File: src/hdl/pao_defs.vh
// constants for the port alternate-function override block
`ifndef PAO_DEFS_VH
`define PAO_DEFS_VH
`define PAO_PORT_WIDTH 8
`define PAO_A_AREF 3
`define PAO_A_SCL 2
`define PAO_A_DO 1
`define PAO_A_SDA 0
`define PAO_B_DBG 7
`define PAO_B_RST 6
`define PAO_B_CLKO 5
`define PAO_B_XTAL 4
`define PAO_B_SCK 2
`define PAO_B_DO 1
`define PAO_B_DI 0
`define PAO_FUSE_PROGRAMMED 1'b0
`define PAO_LOW 1'b0
`define PAO_HIGH 1'b1
`define PAO_RST_BYTE 8'h00
`endif

File: src/hdl/pao_top.v
// port a/b alternate-function override logic
`include "pao_defs.vh"
`default_nettype none
module pao_top #(
    parameter WIDTH = `PAO_PORT_WIDTH
) (
    input wire ref_clk,
    input wire rst,
    input wire [WIDTH-1:0] port_a_dir,
    input wire [WIDTH-1:0] port_a_out,
    input wire [WIDTH-1:0] port_b_dir,
    input wire [WIDTH-1:0] port_b_out,
    input wire [WIDTH-1:0] port_a_pin,
    input wire [WIDTH-1:0] port_b_pin,
    input wire pullup_disable,
    input wire [WIDTH-1:0] pin_change_source_a,
    input wire [WIDTH-1:0] pin_change_source_b,
    input wire pin_change_group_enable,
    input wire [WIDTH-1:0] analog_digital_disable_a,
    input wire [WIDTH-1:0] analog_digital_disable_b,
    input wire serial_alt_position_select,
    input wire serial_two_line_mode,
    input wire serial_three_line_mode,
    input wire serial_clock_hold,
    input wire serial_clock_toggle_enable,
    input wire serial_data_out,
    input wire serial_data_hold,
    input wire start_detect_irq_enable,
    input wire external_irq_one,
    input wire reset_pin_disable_fuse,
    input wire debug_line_enable_fuse,
    input wire debug_line_transmit,
    input wire internal_oscillator_select,
    input wire external_clock_select,
    input wire timer_compare_out_a,
    input wire timer_compare_a_enable,
    input wire timer_compare_out_d,
    input wire timer_compare_d_enable,
    output wire [WIDTH-1:0] port_a_oe,
    output wire [WIDTH-1:0] port_a_drive,
    output wire [WIDTH-1:0] port_a_pullup,
    output wire [WIDTH-1:0] port_b_oe,
    output wire [WIDTH-1:0] port_b_drive,
    output wire [WIDTH-1:0] port_b_pullup,
    output reg [WIDTH-1:0] port_a_in,
    output reg [WIDTH-1:0] port_b_in
);
    reg [WIDTH-1:0] a_pullup_override_enable, a_pullup_override_value, a_direction_override_enable, a_direction_override_value, a_output_value_override_enable, a_output_value_override_value, a_toggle_override_enable, a_input_buffer_override_enable, a_input_buffer_override_value;
    reg [WIDTH-1:0] b_pullup_override_enable, b_pullup_override_value, b_direction_override_enable, b_direction_override_value, b_output_value_override_enable, b_output_value_override_value, b_toggle_override_enable, b_input_buffer_override_enable, b_input_buffer_override_value;
    reg [WIDTH-1:0] a_sync1, a_sync2, b_sync1, b_sync2;
    wire rst_dis;
    wire dbg_en;
    wire two_alt;
    // fuse terms read 1 when programmed (stored 0)
    assign rst_dis = (reset_pin_disable_fuse == `PAO_FUSE_PROGRAMMED);
    assign dbg_en = (debug_line_enable_fuse == `PAO_FUSE_PROGRAMMED);
    assign two_alt = serial_two_line_mode & serial_alt_position_select;

    // input buffer gating term reused by the pins with extra buffer overrides
    function buf_en;
        input pc;
        input grp;
        input dis;
        begin
            buf_en = (pc & grp) | dis;
        end
    endfunction

    always @*
    begin
        a_pullup_override_enable = `PAO_RST_BYTE;
        a_pullup_override_value = `PAO_RST_BYTE;
        a_direction_override_enable = `PAO_RST_BYTE;
        a_direction_override_value = `PAO_RST_BYTE;
        a_output_value_override_enable = `PAO_RST_BYTE;
        a_output_value_override_value = `PAO_RST_BYTE;
        a_toggle_override_enable = `PAO_RST_BYTE;
        // upper nibble and a3: buffer override only
        a_input_buffer_override_enable = (pin_change_source_a & {WIDTH{pin_change_group_enable}}) | analog_digital_disable_a;
        a_input_buffer_override_value = analog_digital_disable_a;
        a_input_buffer_override_value[`PAO_A_AREF] = `PAO_LOW;
        a_input_buffer_override_enable[`PAO_A_AREF] = pin_change_source_a[`PAO_A_AREF] & pin_change_group_enable;
        // serial clock pin
        a_direction_override_enable[`PAO_A_SCL] = two_alt;
        a_direction_override_value[`PAO_A_SCL] = (serial_clock_hold | port_b_out[`PAO_B_SCK]) & port_b_dir[`PAO_B_SCK]
            & serial_alt_position_select;
        a_output_value_override_enable[`PAO_A_SCL] = serial_two_line_mode & port_b_dir[`PAO_B_SCK];
        a_toggle_override_enable[`PAO_A_SCL] = serial_clock_toggle_enable & serial_alt_position_select;
        a_input_buffer_override_enable[`PAO_A_SCL] = buf_en(pin_change_source_a[`PAO_A_SCL], pin_change_group_enable,
            analog_digital_disable_a[`PAO_A_SCL]) | external_irq_one
            | (start_detect_irq_enable & serial_alt_position_select);
        // serial data out pin in three-line mode
        a_output_value_override_enable[`PAO_A_DO] = serial_three_line_mode & serial_alt_position_select;
        a_output_value_override_value[`PAO_A_DO] = serial_data_out & serial_alt_position_select;
        // serial data pin; open drain: only pulls low
        a_direction_override_enable[`PAO_A_SDA] = two_alt;
        a_direction_override_value[`PAO_A_SDA] = (serial_data_hold | port_b_out[`PAO_B_DI]) & port_b_dir[`PAO_B_DI]
            & serial_alt_position_select;
        a_output_value_override_enable[`PAO_A_SDA] = two_alt & port_b_dir[`PAO_B_DI];
        a_output_value_override_value[`PAO_A_SDA] = `PAO_LOW;
        a_input_buffer_override_enable[`PAO_A_SDA] = buf_en(pin_change_source_a[`PAO_A_SDA], pin_change_group_enable,
            analog_digital_disable_a[`PAO_A_SDA]) | (start_detect_irq_enable & serial_alt_position_select);
        a_input_buffer_override_value[`PAO_A_SDA] = analog_digital_disable_a[`PAO_A_SDA];
    end

    always @*
    begin
        b_pullup_override_enable = `PAO_RST_BYTE;
        b_pullup_override_value = `PAO_RST_BYTE;
        b_direction_override_enable = `PAO_RST_BYTE;
        b_direction_override_value = `PAO_RST_BYTE;
        b_output_value_override_enable = `PAO_RST_BYTE;
        b_output_value_override_value = `PAO_RST_BYTE;
        b_toggle_override_enable = `PAO_RST_BYTE;
        b_input_buffer_override_enable = (pin_change_source_b & {WIDTH{pin_change_group_enable}}) | analog_digital_disable_b;
        b_input_buffer_override_value = analog_digital_disable_b;
        // reset / debug pin
        b_pullup_override_enable[`PAO_B_DBG] = rst_dis & dbg_en;
        b_pullup_override_value[`PAO_B_DBG] = `PAO_HIGH;
        b_direction_override_enable[`PAO_B_DBG] = rst_dis & dbg_en;
        b_direction_override_value[`PAO_B_DBG] = debug_line_transmit;
        b_input_buffer_override_enable[`PAO_B_DBG] = `PAO_LOW;
        b_input_buffer_override_enable[`PAO_B_RST] = rst_dis | buf_en(pin_change_source_b[`PAO_B_RST], pin_change_group_enable,
            analog_digital_disable_b[`PAO_B_RST]);
        // oscillator pins take the pad away from the port
        b_pullup_override_enable[`PAO_B_CLKO] = internal_oscillator_select & external_clock_select;
        b_direction_override_enable[`PAO_B_CLKO] = internal_oscillator_select & external_clock_select;
        b_input_buffer_override_enable[`PAO_B_CLKO] = (internal_oscillator_select & external_clock_select)
            | buf_en(pin_change_source_b[`PAO_B_CLKO], pin_change_group_enable,
            analog_digital_disable_b[`PAO_B_CLKO]);
        b_input_buffer_override_value[`PAO_B_CLKO] = (internal_oscillator_select & external_clock_select)
            | analog_digital_disable_b[`PAO_B_CLKO];
        b_pullup_override_enable[`PAO_B_XTAL] = internal_oscillator_select;
        b_direction_override_enable[`PAO_B_XTAL] = internal_oscillator_select;
        b_input_buffer_override_enable[`PAO_B_XTAL] = internal_oscillator_select | buf_en(pin_change_source_b[`PAO_B_XTAL],
            pin_change_group_enable, analog_digital_disable_b[`PAO_B_XTAL]);
        b_input_buffer_override_value[`PAO_B_XTAL] = internal_oscillator_select & analog_digital_disable_b[`PAO_B_XTAL];
        // compare output d on both oscillator pins
        b_output_value_override_enable[`PAO_B_CLKO] = timer_compare_d_enable;
        b_output_value_override_value[`PAO_B_CLKO] = timer_compare_out_d;
        b_output_value_override_enable[`PAO_B_XTAL] = timer_compare_d_enable;
        b_output_value_override_value[`PAO_B_XTAL] = timer_compare_out_d;
        // b1: three-line output wins over compare output; direction stays with port
        if (serial_three_line_mode)
        begin
            b_output_value_override_enable[`PAO_B_DO] = `PAO_HIGH;
            b_output_value_override_value[`PAO_B_DO] = serial_data_out;
        end
        else if (timer_compare_a_enable)
        begin
            b_output_value_override_enable[`PAO_B_DO] = `PAO_HIGH;
            b_output_value_override_value[`PAO_B_DO] = timer_compare_out_a;
        end
        // b0: no override in three-line mode, software keeps it input
        if (timer_compare_a_enable & ~serial_three_line_mode)
        begin
            b_output_value_override_enable[`PAO_B_DI] = `PAO_HIGH;
            b_output_value_override_value[`PAO_B_DI] = ~timer_compare_out_a;
        end
    end

    // pull-up of b1 uses the unoverridden port bit, so it survives serial output
    genvar i;
    generate
        for (i = 0; i < WIDTH; i = i + 1)
        begin : g_pin
            pao_pin u_a (
                .ref_clk(ref_clk),
                .rst(rst),
                .pullup_override_enable(a_pullup_override_enable[i]),
                .pullup_override_value(a_pullup_override_value[i]),
                .direction_override_enable(a_direction_override_enable[i]),
                .direction_override_value(a_direction_override_value[i]),
                .output_value_override_enable(a_output_value_override_enable[i]),
                .output_value_override_value(a_output_value_override_value[i]),
                .toggle_override_enable(a_toggle_override_enable[i]),
                .port_dir(port_a_dir[i]),
                .port_out(port_a_out[i]),
                .pullup_disable(pullup_disable),
                .pad_oe(port_a_oe[i]),
                .pad_out(port_a_drive[i]),
                .pad_pullup(port_a_pullup[i])
            );
            pao_pin u_b (
                .ref_clk(ref_clk),
                .rst(rst),
                .pullup_override_enable(b_pullup_override_enable[i]),
                .pullup_override_value(b_pullup_override_value[i]),
                .direction_override_enable(b_direction_override_enable[i]),
                .direction_override_value(b_direction_override_value[i]),
                .output_value_override_enable(b_output_value_override_enable[i]),
                .output_value_override_value(b_output_value_override_value[i]),
                .toggle_override_enable(b_toggle_override_enable[i]),
                .port_dir(port_b_dir[i]),
                .port_out(port_b_out[i]),
                .pullup_disable(pullup_disable),
                .pad_oe(port_b_oe[i]),
                .pad_out(port_b_drive[i]),
                .pad_pullup(port_b_pullup[i])
            );
        end
    endgenerate

    // pad inputs cross in through two sync flops, then the port_a_in/port_b_in register; disabled buffers read the override value
    always @(posedge ref_clk or posedge rst)
    begin
        if (rst)
        begin
            a_sync1 <= `PAO_RST_BYTE;
            a_sync2 <= `PAO_RST_BYTE;
            b_sync1 <= `PAO_RST_BYTE;
            b_sync2 <= `PAO_RST_BYTE;
            port_a_in <= `PAO_RST_BYTE;
            port_b_in <= `PAO_RST_BYTE;
        end
        else
        begin
            a_sync1 <= port_a_pin;
            a_sync2 <= a_sync1;
            b_sync1 <= port_b_pin;
            b_sync2 <= b_sync1;
            port_a_in <= (a_input_buffer_override_enable & a_input_buffer_override_value) | (~a_input_buffer_override_enable & a_sync2);
            port_b_in <= (b_input_buffer_override_enable & b_input_buffer_override_value) | (~b_input_buffer_override_enable & b_sync2);
        end
    end
endmodule
`default_nettype wire

File: src/hdl/pao_pin.v
// one pin's override merge plus registered pad controls
`include "pao_defs.vh"
`default_nettype none
module pao_pin (
    input wire ref_clk,
    input wire rst,
    input wire pullup_override_enable,
    input wire pullup_override_value,
    input wire direction_override_enable,
    input wire direction_override_value,
    input wire output_value_override_enable,
    input wire output_value_override_value,
    input wire toggle_override_enable,
    input wire port_dir,
    input wire port_out,
    input wire pullup_disable,
    output reg pad_oe,
    output reg pad_out,
    output reg pad_pullup
);
    wire dir;
    wire val;
    reg toggle_state;
    // override value replaces the port register setting when enabled
    assign dir = direction_override_enable ? direction_override_value : port_dir;
    assign val = output_value_override_enable ? output_value_override_value : port_out;
    always @(posedge ref_clk or posedge rst)
    begin
        if (rst)
        begin
            pad_oe <= `PAO_LOW;
            pad_out <= `PAO_LOW;
            pad_pullup <= `PAO_LOW;
            toggle_state <= `PAO_LOW;
        end
        else
        begin
            // toggle override XORs the driven level with toggle_state, which starts low and flips each cycle the override is asserted
            if (toggle_override_enable)
                toggle_state <= ~toggle_state;
            pad_oe <= dir;
            pad_out <= val ^ (toggle_override_enable & toggle_state);
            // pull-up only for inputs with a high port bit, unless overridden
            pad_pullup <= pullup_override_enable ? pullup_override_value
                        : (~dir & port_out & ~pullup_disable);
        end
    end
endmodule
`default_nettype wire

File: config.mk
export PLATFORM = sky130hd
export DESIGN_NAME = pao_top
export DESIGN_NICKNAME = d
export VERILOG_FILES = /design/src/hdl/pao_top.v /design/src/hdl/pao_pin.v
export VERILOG_INCLUDE_DIRS = /design/src /design/src/hdl
export SDC_FILE = /design/constraint.sdc
export NUM_CORES = 1
export LEC_CHECK = 0
export BUFFER_PORTS_ARGS = -buffer_cell sky130_fd_sc_hd__buf_2
export CORE_ASPECT_RATIO = 1.5
export CORE_MARGIN = 3
export CORE_UTILIZATION = 45
export DETAILED_ROUTE_END_ITERATION = 8
export PLACE_DENSITY = 0.79
export SYNTH_ARGS = -nofsm -noshare
export SYNTH_HDL_FRONTEND = slang
export SYNTH_SLANG_ARGS = --single-unit
File: constraint.sdc
create_clock -name ref_clk -period 3.3 [get_ports ref_clk]
set_clock_uncertainty 0.15 [all_clocks]
set_input_delay 0.165 -clock ref_clk [delete_from_list [all_inputs] [get_ports ref_clk]]
set_output_delay 0.165 -clock ref_clk [all_outputs]
set_load 0.05 [all_outputs]
==> results.json, run 1 <==
{
  "status": "complete, no violations",
  "multi_input_area_um2": 494,
  "fin_crit_sh_pct": 61.1,
  "crit_required_ps": 3450,
  "ys_seq_elements": 97,
  "path_max_fanout": 2,
  "synth.net_count": 329,
  "slew_headroom_pct": 68.2,
  "first_pass_iters": 4,
  "synthToLayoutAreaGrowth_pct": 53.5,
  "clkTransAtPathRegs_ps": 90,
  "grt_pass1_vias": 2902,
  "netlist_top_cells_area": "dfrtp_1 73%, buf_4 11%, a21o_1 2.7%",
  "track_usage_pct": 21.9,
  "initial_core_util_pct": 47.3,
  "n_fill_cell": 472,
  "finalWirelength_mm": 8.57,
  "async_flop_share_pct": 100,
  "fmax_ghz": 0.496,
  "synthTopCellsByCount": "97 x dfrtp_1, 48 x buf_4, 18 x nand2_1",
  "ys_warn_count": 0,
  "drcViolationCount": 0,
  "cts_made_buffers": 9,
  "cap_violations": 0,
  "comb_power_share_pct": 17.9,
  "antenna_found_initial": 0,
  "rsz0062_at_grt": "false",
  "setup_viol": 0,
  "vdd_drop_max_mv": 0.407,
  "p_seq_share_pct": 49.0,
  "htree_levels": 3,
  "clock-root-buffer": "clkbuf_8",
  "register_area_um2": 2430,
  "switching_share_pct": 27.4,
  "ios": 166,
  "clk_latency_ps": 370,
  "p_leak_uw": 0.00257,
  "place.port_buffers": 162,
  "gp_congestion": 0.787,
  "switchingPower_uw": 716,
  "cts.path.max_buffers": 2,
  "wl_per_cell_um": 15.6,
  "finish.utilization_pct": 72.6,
  "cts_num_sinks": 97,
  "cp-end-kind": "register",
  "grt_max_degree": 98,
  "clkPwrFrac_pct": 33.1,
  "critPathLaunchType": "input pin",
  "total_power_uw": 2610,
  "power.density_nw_per_um2": 511,
  "period_needed_ps": 2020,
  "post_cts_buffers": 0,
  "grt_overflow_total": 0,
  "tns_ps": 0,
  "drv_slew": 0,
  "fin_nets": 550,
  "viasPerCell": 4.53,
  "drive_above_1_share_pct": 41.1,
  "diodes": 0,
  "grt_pass1_wl_mm": 14.2,
  "yosys.area.top_type": "dfrtp_1",
  "cts_tree": "built",
  "place_worst_setup_slack_ps": 2130,
  "yosys.cell_count.top_type": "dfrtp_1",
  "synth_area_um2": 3330,
  "yosysUniqueCellTypes": 28,
  "die_x_um": 76.2,
  "cp.arrival_ps": 2170,
  "die-area_um2": 8490,
  "hold_viol": 0,
  "hold_path.class": "in -> reg",
  "hold_slack_ps": 21.7,
  "postRouteAntennaNets": 0,
  "worst-setup-path-type": "in -> reg",
  "rows": 37,
  "vias": 2494,
  "drt_iter0_markers": 75,
  "yosysSeqAreaShare_pct": 72.9,
  "synthCells": 227,
  "syn_avg_cell_area_um2": 14.7,
  "die_h_um": 111,
  "setup_ws_ps": 1280,
  "synth-edff-count": 0,
  "dp_hpwl_mm": 4.82,
  "cts_resized": 0,
  "cts_hold_buf": 98,
  "synth.top_cell.area_share_pct": 72.9,
  "core-area_um2": 7040,
  "synth-main-ff-cell": "dfrtp_1",
  "tightestPinTransition_ps": 477,
  "power.internal_uw": 1900
}
==> critical path, stage by stage <==
cell	delay [ps]
dlygate4sd3_1	540
buf_2	120
nor2_1	150
dlygate4sd3_1	590
a21o_1	80
dlygate4sd3_1	530
==> logic make-up (layout without fill, tap and decap cells) <==
group                  Yosys count  after routing  synth area share [%]
XOR/XNOR                         2              2                 0.526
flip-flops                      97             97                  72.9
AO/OA/AOI/OAI                   30             30                  7.48
buffers and inverters           58            284                  12.3
multiplexers                     4              4                  1.28
AND/OR/NAND/NOR                 36             36                  5.56
==> cell usage in the layout (no fill, tap or decap), types with 2 or more instances in the layout <==
master         Yosys  final
a2111oi_2          2      2
a21boi_0           3      3
a21o_1            12     12
a31o_2             2      2
buf_2              2    162
bufinv_16          0      2
clkbuf_8           0     10
dfrtp_1           97     97
dlygate4sd3_1      0     98
inv_1              7      6
inv_6              0      2
mux2_2             2      2
mux2i_1            2      2
nand2_1           18     18
nor2_1             2      2
nor2b_1            2      2
nor3b_1           10     10
o2111a_1           2      2
o21ai_0            3      3
xnor2_1            2      2
==> sequential cells by signal, indices dropped and copies added (netlist names) <==
name,count
g_pin.u_b.pad_pullup,8
a_sync2,8
port_b_in,8
g_pin.u_b.pad_oe,8
a_sync1,8
g_pin.u_a.pad_out,8
port_a_in,8
g_pin.u_b.pad_out,8
g_pin.u_a.pad_oe,8
g_pin.u_a.toggle_state,1
b_sync2,8
g_pin.u_a.pad_pullup,8
b_sync1,8
==> through the flow <==
stage | cell area (um2) | instances
CTS | 5110 | 550
finish | 5110 | 550
detailed placement | 3900 | 436
floorplan | 3330 | 227
global route | 5110 | 550
global placement | 3900 | 436
==> power groups by stage <==
| stage | Sequential, uW | Combinational [uW] | Clock [uW] |
|---|---|---|---|
| after floorplan | 1350 | 239 | 0 |
| after global placement | 1300 | 362 | 0 |
| after detailed placement | 1300 | 369 | 0 |
| after CTS | 1280 | 463 | 880 |
| after global routing | 1290 | 497 | 940 |
| final | 1280 | 469 | 864 |
==> final cells by class <==
type,count,share of cell area [%]
flip-flops and latches,97,47.5
repair buffers,261,35.4
multi-input cells,72,9.67
clock buffers,11,2.77
well taps,97,2.37
clock inverters,5,1.69
inverters,7,0.563
==> worst paths after layout <==
| kind | from | to | slack, ps | depth (start not counted) |
|---|---|---|---|---|
| max in group asynchronous | rst | b_sync2[6]$_DFF_PP0_ | 2340 | 4 |
| worst min-delay path | pin_change_source_b[4] | port_b_in[4]$_DFF_PP0_ | 20 | 3 |
| worst max register to register | b_sync2[5]$_DFF_PP0_ | port_b_in[5]$_DFF_PP0_ | 1800 | 2 |
| min in group asynchronous | rst | port_b_in[7]$_DFF_PP0_ | 310 | 4 |
| worst min register to register | a_sync1[7]$_DFF_PP0_ | a_sync2[7]$_DFF_PP0_ | 200 | 0 |
| worst max-delay path | debug_line_enable_fuse | g_pin[7].u_b.pad_pullup$_DFF_PP0_ | 1280 | 6 |
==> routing by layer <==
metal | share of wire (%) | GRT usage (%)
met2 | 56 | 39.9
met4 | 5.7 | 15.6
met5 | 0 | 0
met3 | 5.5 | 5.58
met1 | 33 | 21.2
No activity file was read; power rests on OpenSTA's default activity.
==> run 2: changes to the inputs <==
CORE_UTILIZATION = 41   (was 45)
PLACE_DENSITY = 0.76   (was 0.79)
clock period = 1.6 ns   (was 3.3 ns; I/O delays follow)
==> results.json, run 2 <==
{
  "status": "stopped before the end",
  "stop_stage": "clock tree synthesis",
  "firstError": "[ERROR RSZ-0060] Max buffer count reached.",
  "synth-edff-count": 0,
  "synthTopCellsByCount": "97 x dfrtp_1, 48 x buf_4, 18 x nand2_1",
  "async_flop_share_pct": 100,
  "clock-root-buffer": "clkbuf_16",
  "synth.net_count": 329,
  "synth-main-ff-cell": "dfrtp_1",
  "dp_hpwl_mm": 5.30,
  "gp_congestion": 0.739,
  "synth.top_cell.area_share_pct": 72.9,
  "post_cts_buffers": 0,
  "yosysUniqueCellTypes": 28,
  "cts_hold_buf": 101,
  "yosys.area.top_type": "dfrtp_1",
  "htree_levels": 3,
  "ios": 166,
  "ys_warn_count": 0,
  "place.port_buffers": 162,
  "ys_seq_elements": 97,
  "syn_avg_cell_area_um2": 14.7,
  "rows": 39,
  "die_h_um": 116,
  "cts_num_sinks": 97,
  "initial_core_util_pct": 42.9,
  "die_x_um": 79.6,
  "cts_resized": 0,
  "synth_area_um2": 3330,
  "yosys.cell_count.top_type": "dfrtp_1",
  "cts.path.max_buffers": 2,
  "yosysSeqAreaShare_pct": 72.9,
  "synthCells": 227,
  "cts_made_buffers": 9,
  "netlist_top_cells_area": "dfrtp_1 73%, buf_4 11%, a21o_1 2.7%"
}
==> run 2: metrics by stage <==
step / util [%] / setup WS [ps] / hold slack (ps) / cell area (um2) / instances
after floorplan: - / 222 / -38.6 / 3330 / 227
after global placement: 50.7 / 557 / -14.9 / 3930 / 442
after detailed placement: 50.7 / 505 / 7.52 / 3930 / 442
==> run 2: logic make-up after synthesis <==
family                    after synthesis  share of synthesized area [%]
DFF                                    97                           72.9
buffers and inverters                  58                           12.3
and+or+nand+nor                        36                           5.56
AOI/OAI and AO/OA                      30                           7.48
muxes                                   4                           1.28
xor gates and xnor gates                2                          0.526
==> run 3: changes to the inputs <==
CORE_ASPECT_RATIO = default   (was 1.5)
CORE_UTILIZATION = 30   (was 41)
PLACE_DENSITY = default   (was 0.76)
PLACE_DENSITY_LB_ADDON = 0.15   (was default)
clock period = 2.1 ns   (was 1.6 ns; I/O delays follow)
==> results.json, run 3 <==
{
  "yosysUniqueCellTypes": 28,
  "yosys.area.top_type": "dfrtp_1",
  "post_cts_buffers": 0,
  "initial_core_util_pct": 31.5,
  "synthTopCellsByCount": "97 x dfrtp_1, 48 x buf_4, 18 x nand2_1",
  "synth.top_cell.area_share_pct": 72.9,
  "dp_hpwl_mm": 5.28,
  "yosys.cell_count.top_type": "dfrtp_1",
  "gp_congestion": 0.772,
  "stop_stage": "clock tree synthesis",
  "rows": 37,
  "die_h_um": 111,
  "synth_area_um2": 3330,
  "cts_made_buffers": 9,
  "clock-root-buffer": "clkbuf_8",
  "synth-edff-count": 0,
  "synth.net_count": 329,
  "synth-main-ff-cell": "dfrtp_1",
  "place_area_um2": 3980,
  "cts_hold_buf": 102,
  "ys_seq_elements": 97,
  "cts_resized": 0,
  "firstError": "[ERROR RSZ-0060] Max buffer count reached.",
  "cts.path.max_buffers": 2,
  "ys_warn_count": 0,
  "htree_levels": 3,
  "status": "stopped before the end",
  "ios": 166,
  "async_flop_share_pct": 100,
  "netlist_top_cells_area": "dfrtp_1 73%, buf_4 11%, a21o_1 2.7%",
  "syn_avg_cell_area_um2": 14.7,
  "synthCells": 227,
  "place.port_buffers": 162,
  "yosysSeqAreaShare_pct": 72.9,
  "cts_num_sinks": 97,
  "die_x_um": 111
}
## run 3: cells by family after synthesis
logic type / synth area share, %
AOI/OAI and AO/OA: 7.48
xor gates and xnor gates: 0.526
buffers and inverters: 12.3
DFF: 72.9
muxes: 1.28
and+or+nand+nor: 5.56
## run 3: metrics by stage
stage          cells  setup WS (ps)  util, %
2_1_floorplan    227            697        -
3_3_place_gp     477            993     37.7
3_5_place_dp     477            985     37.7
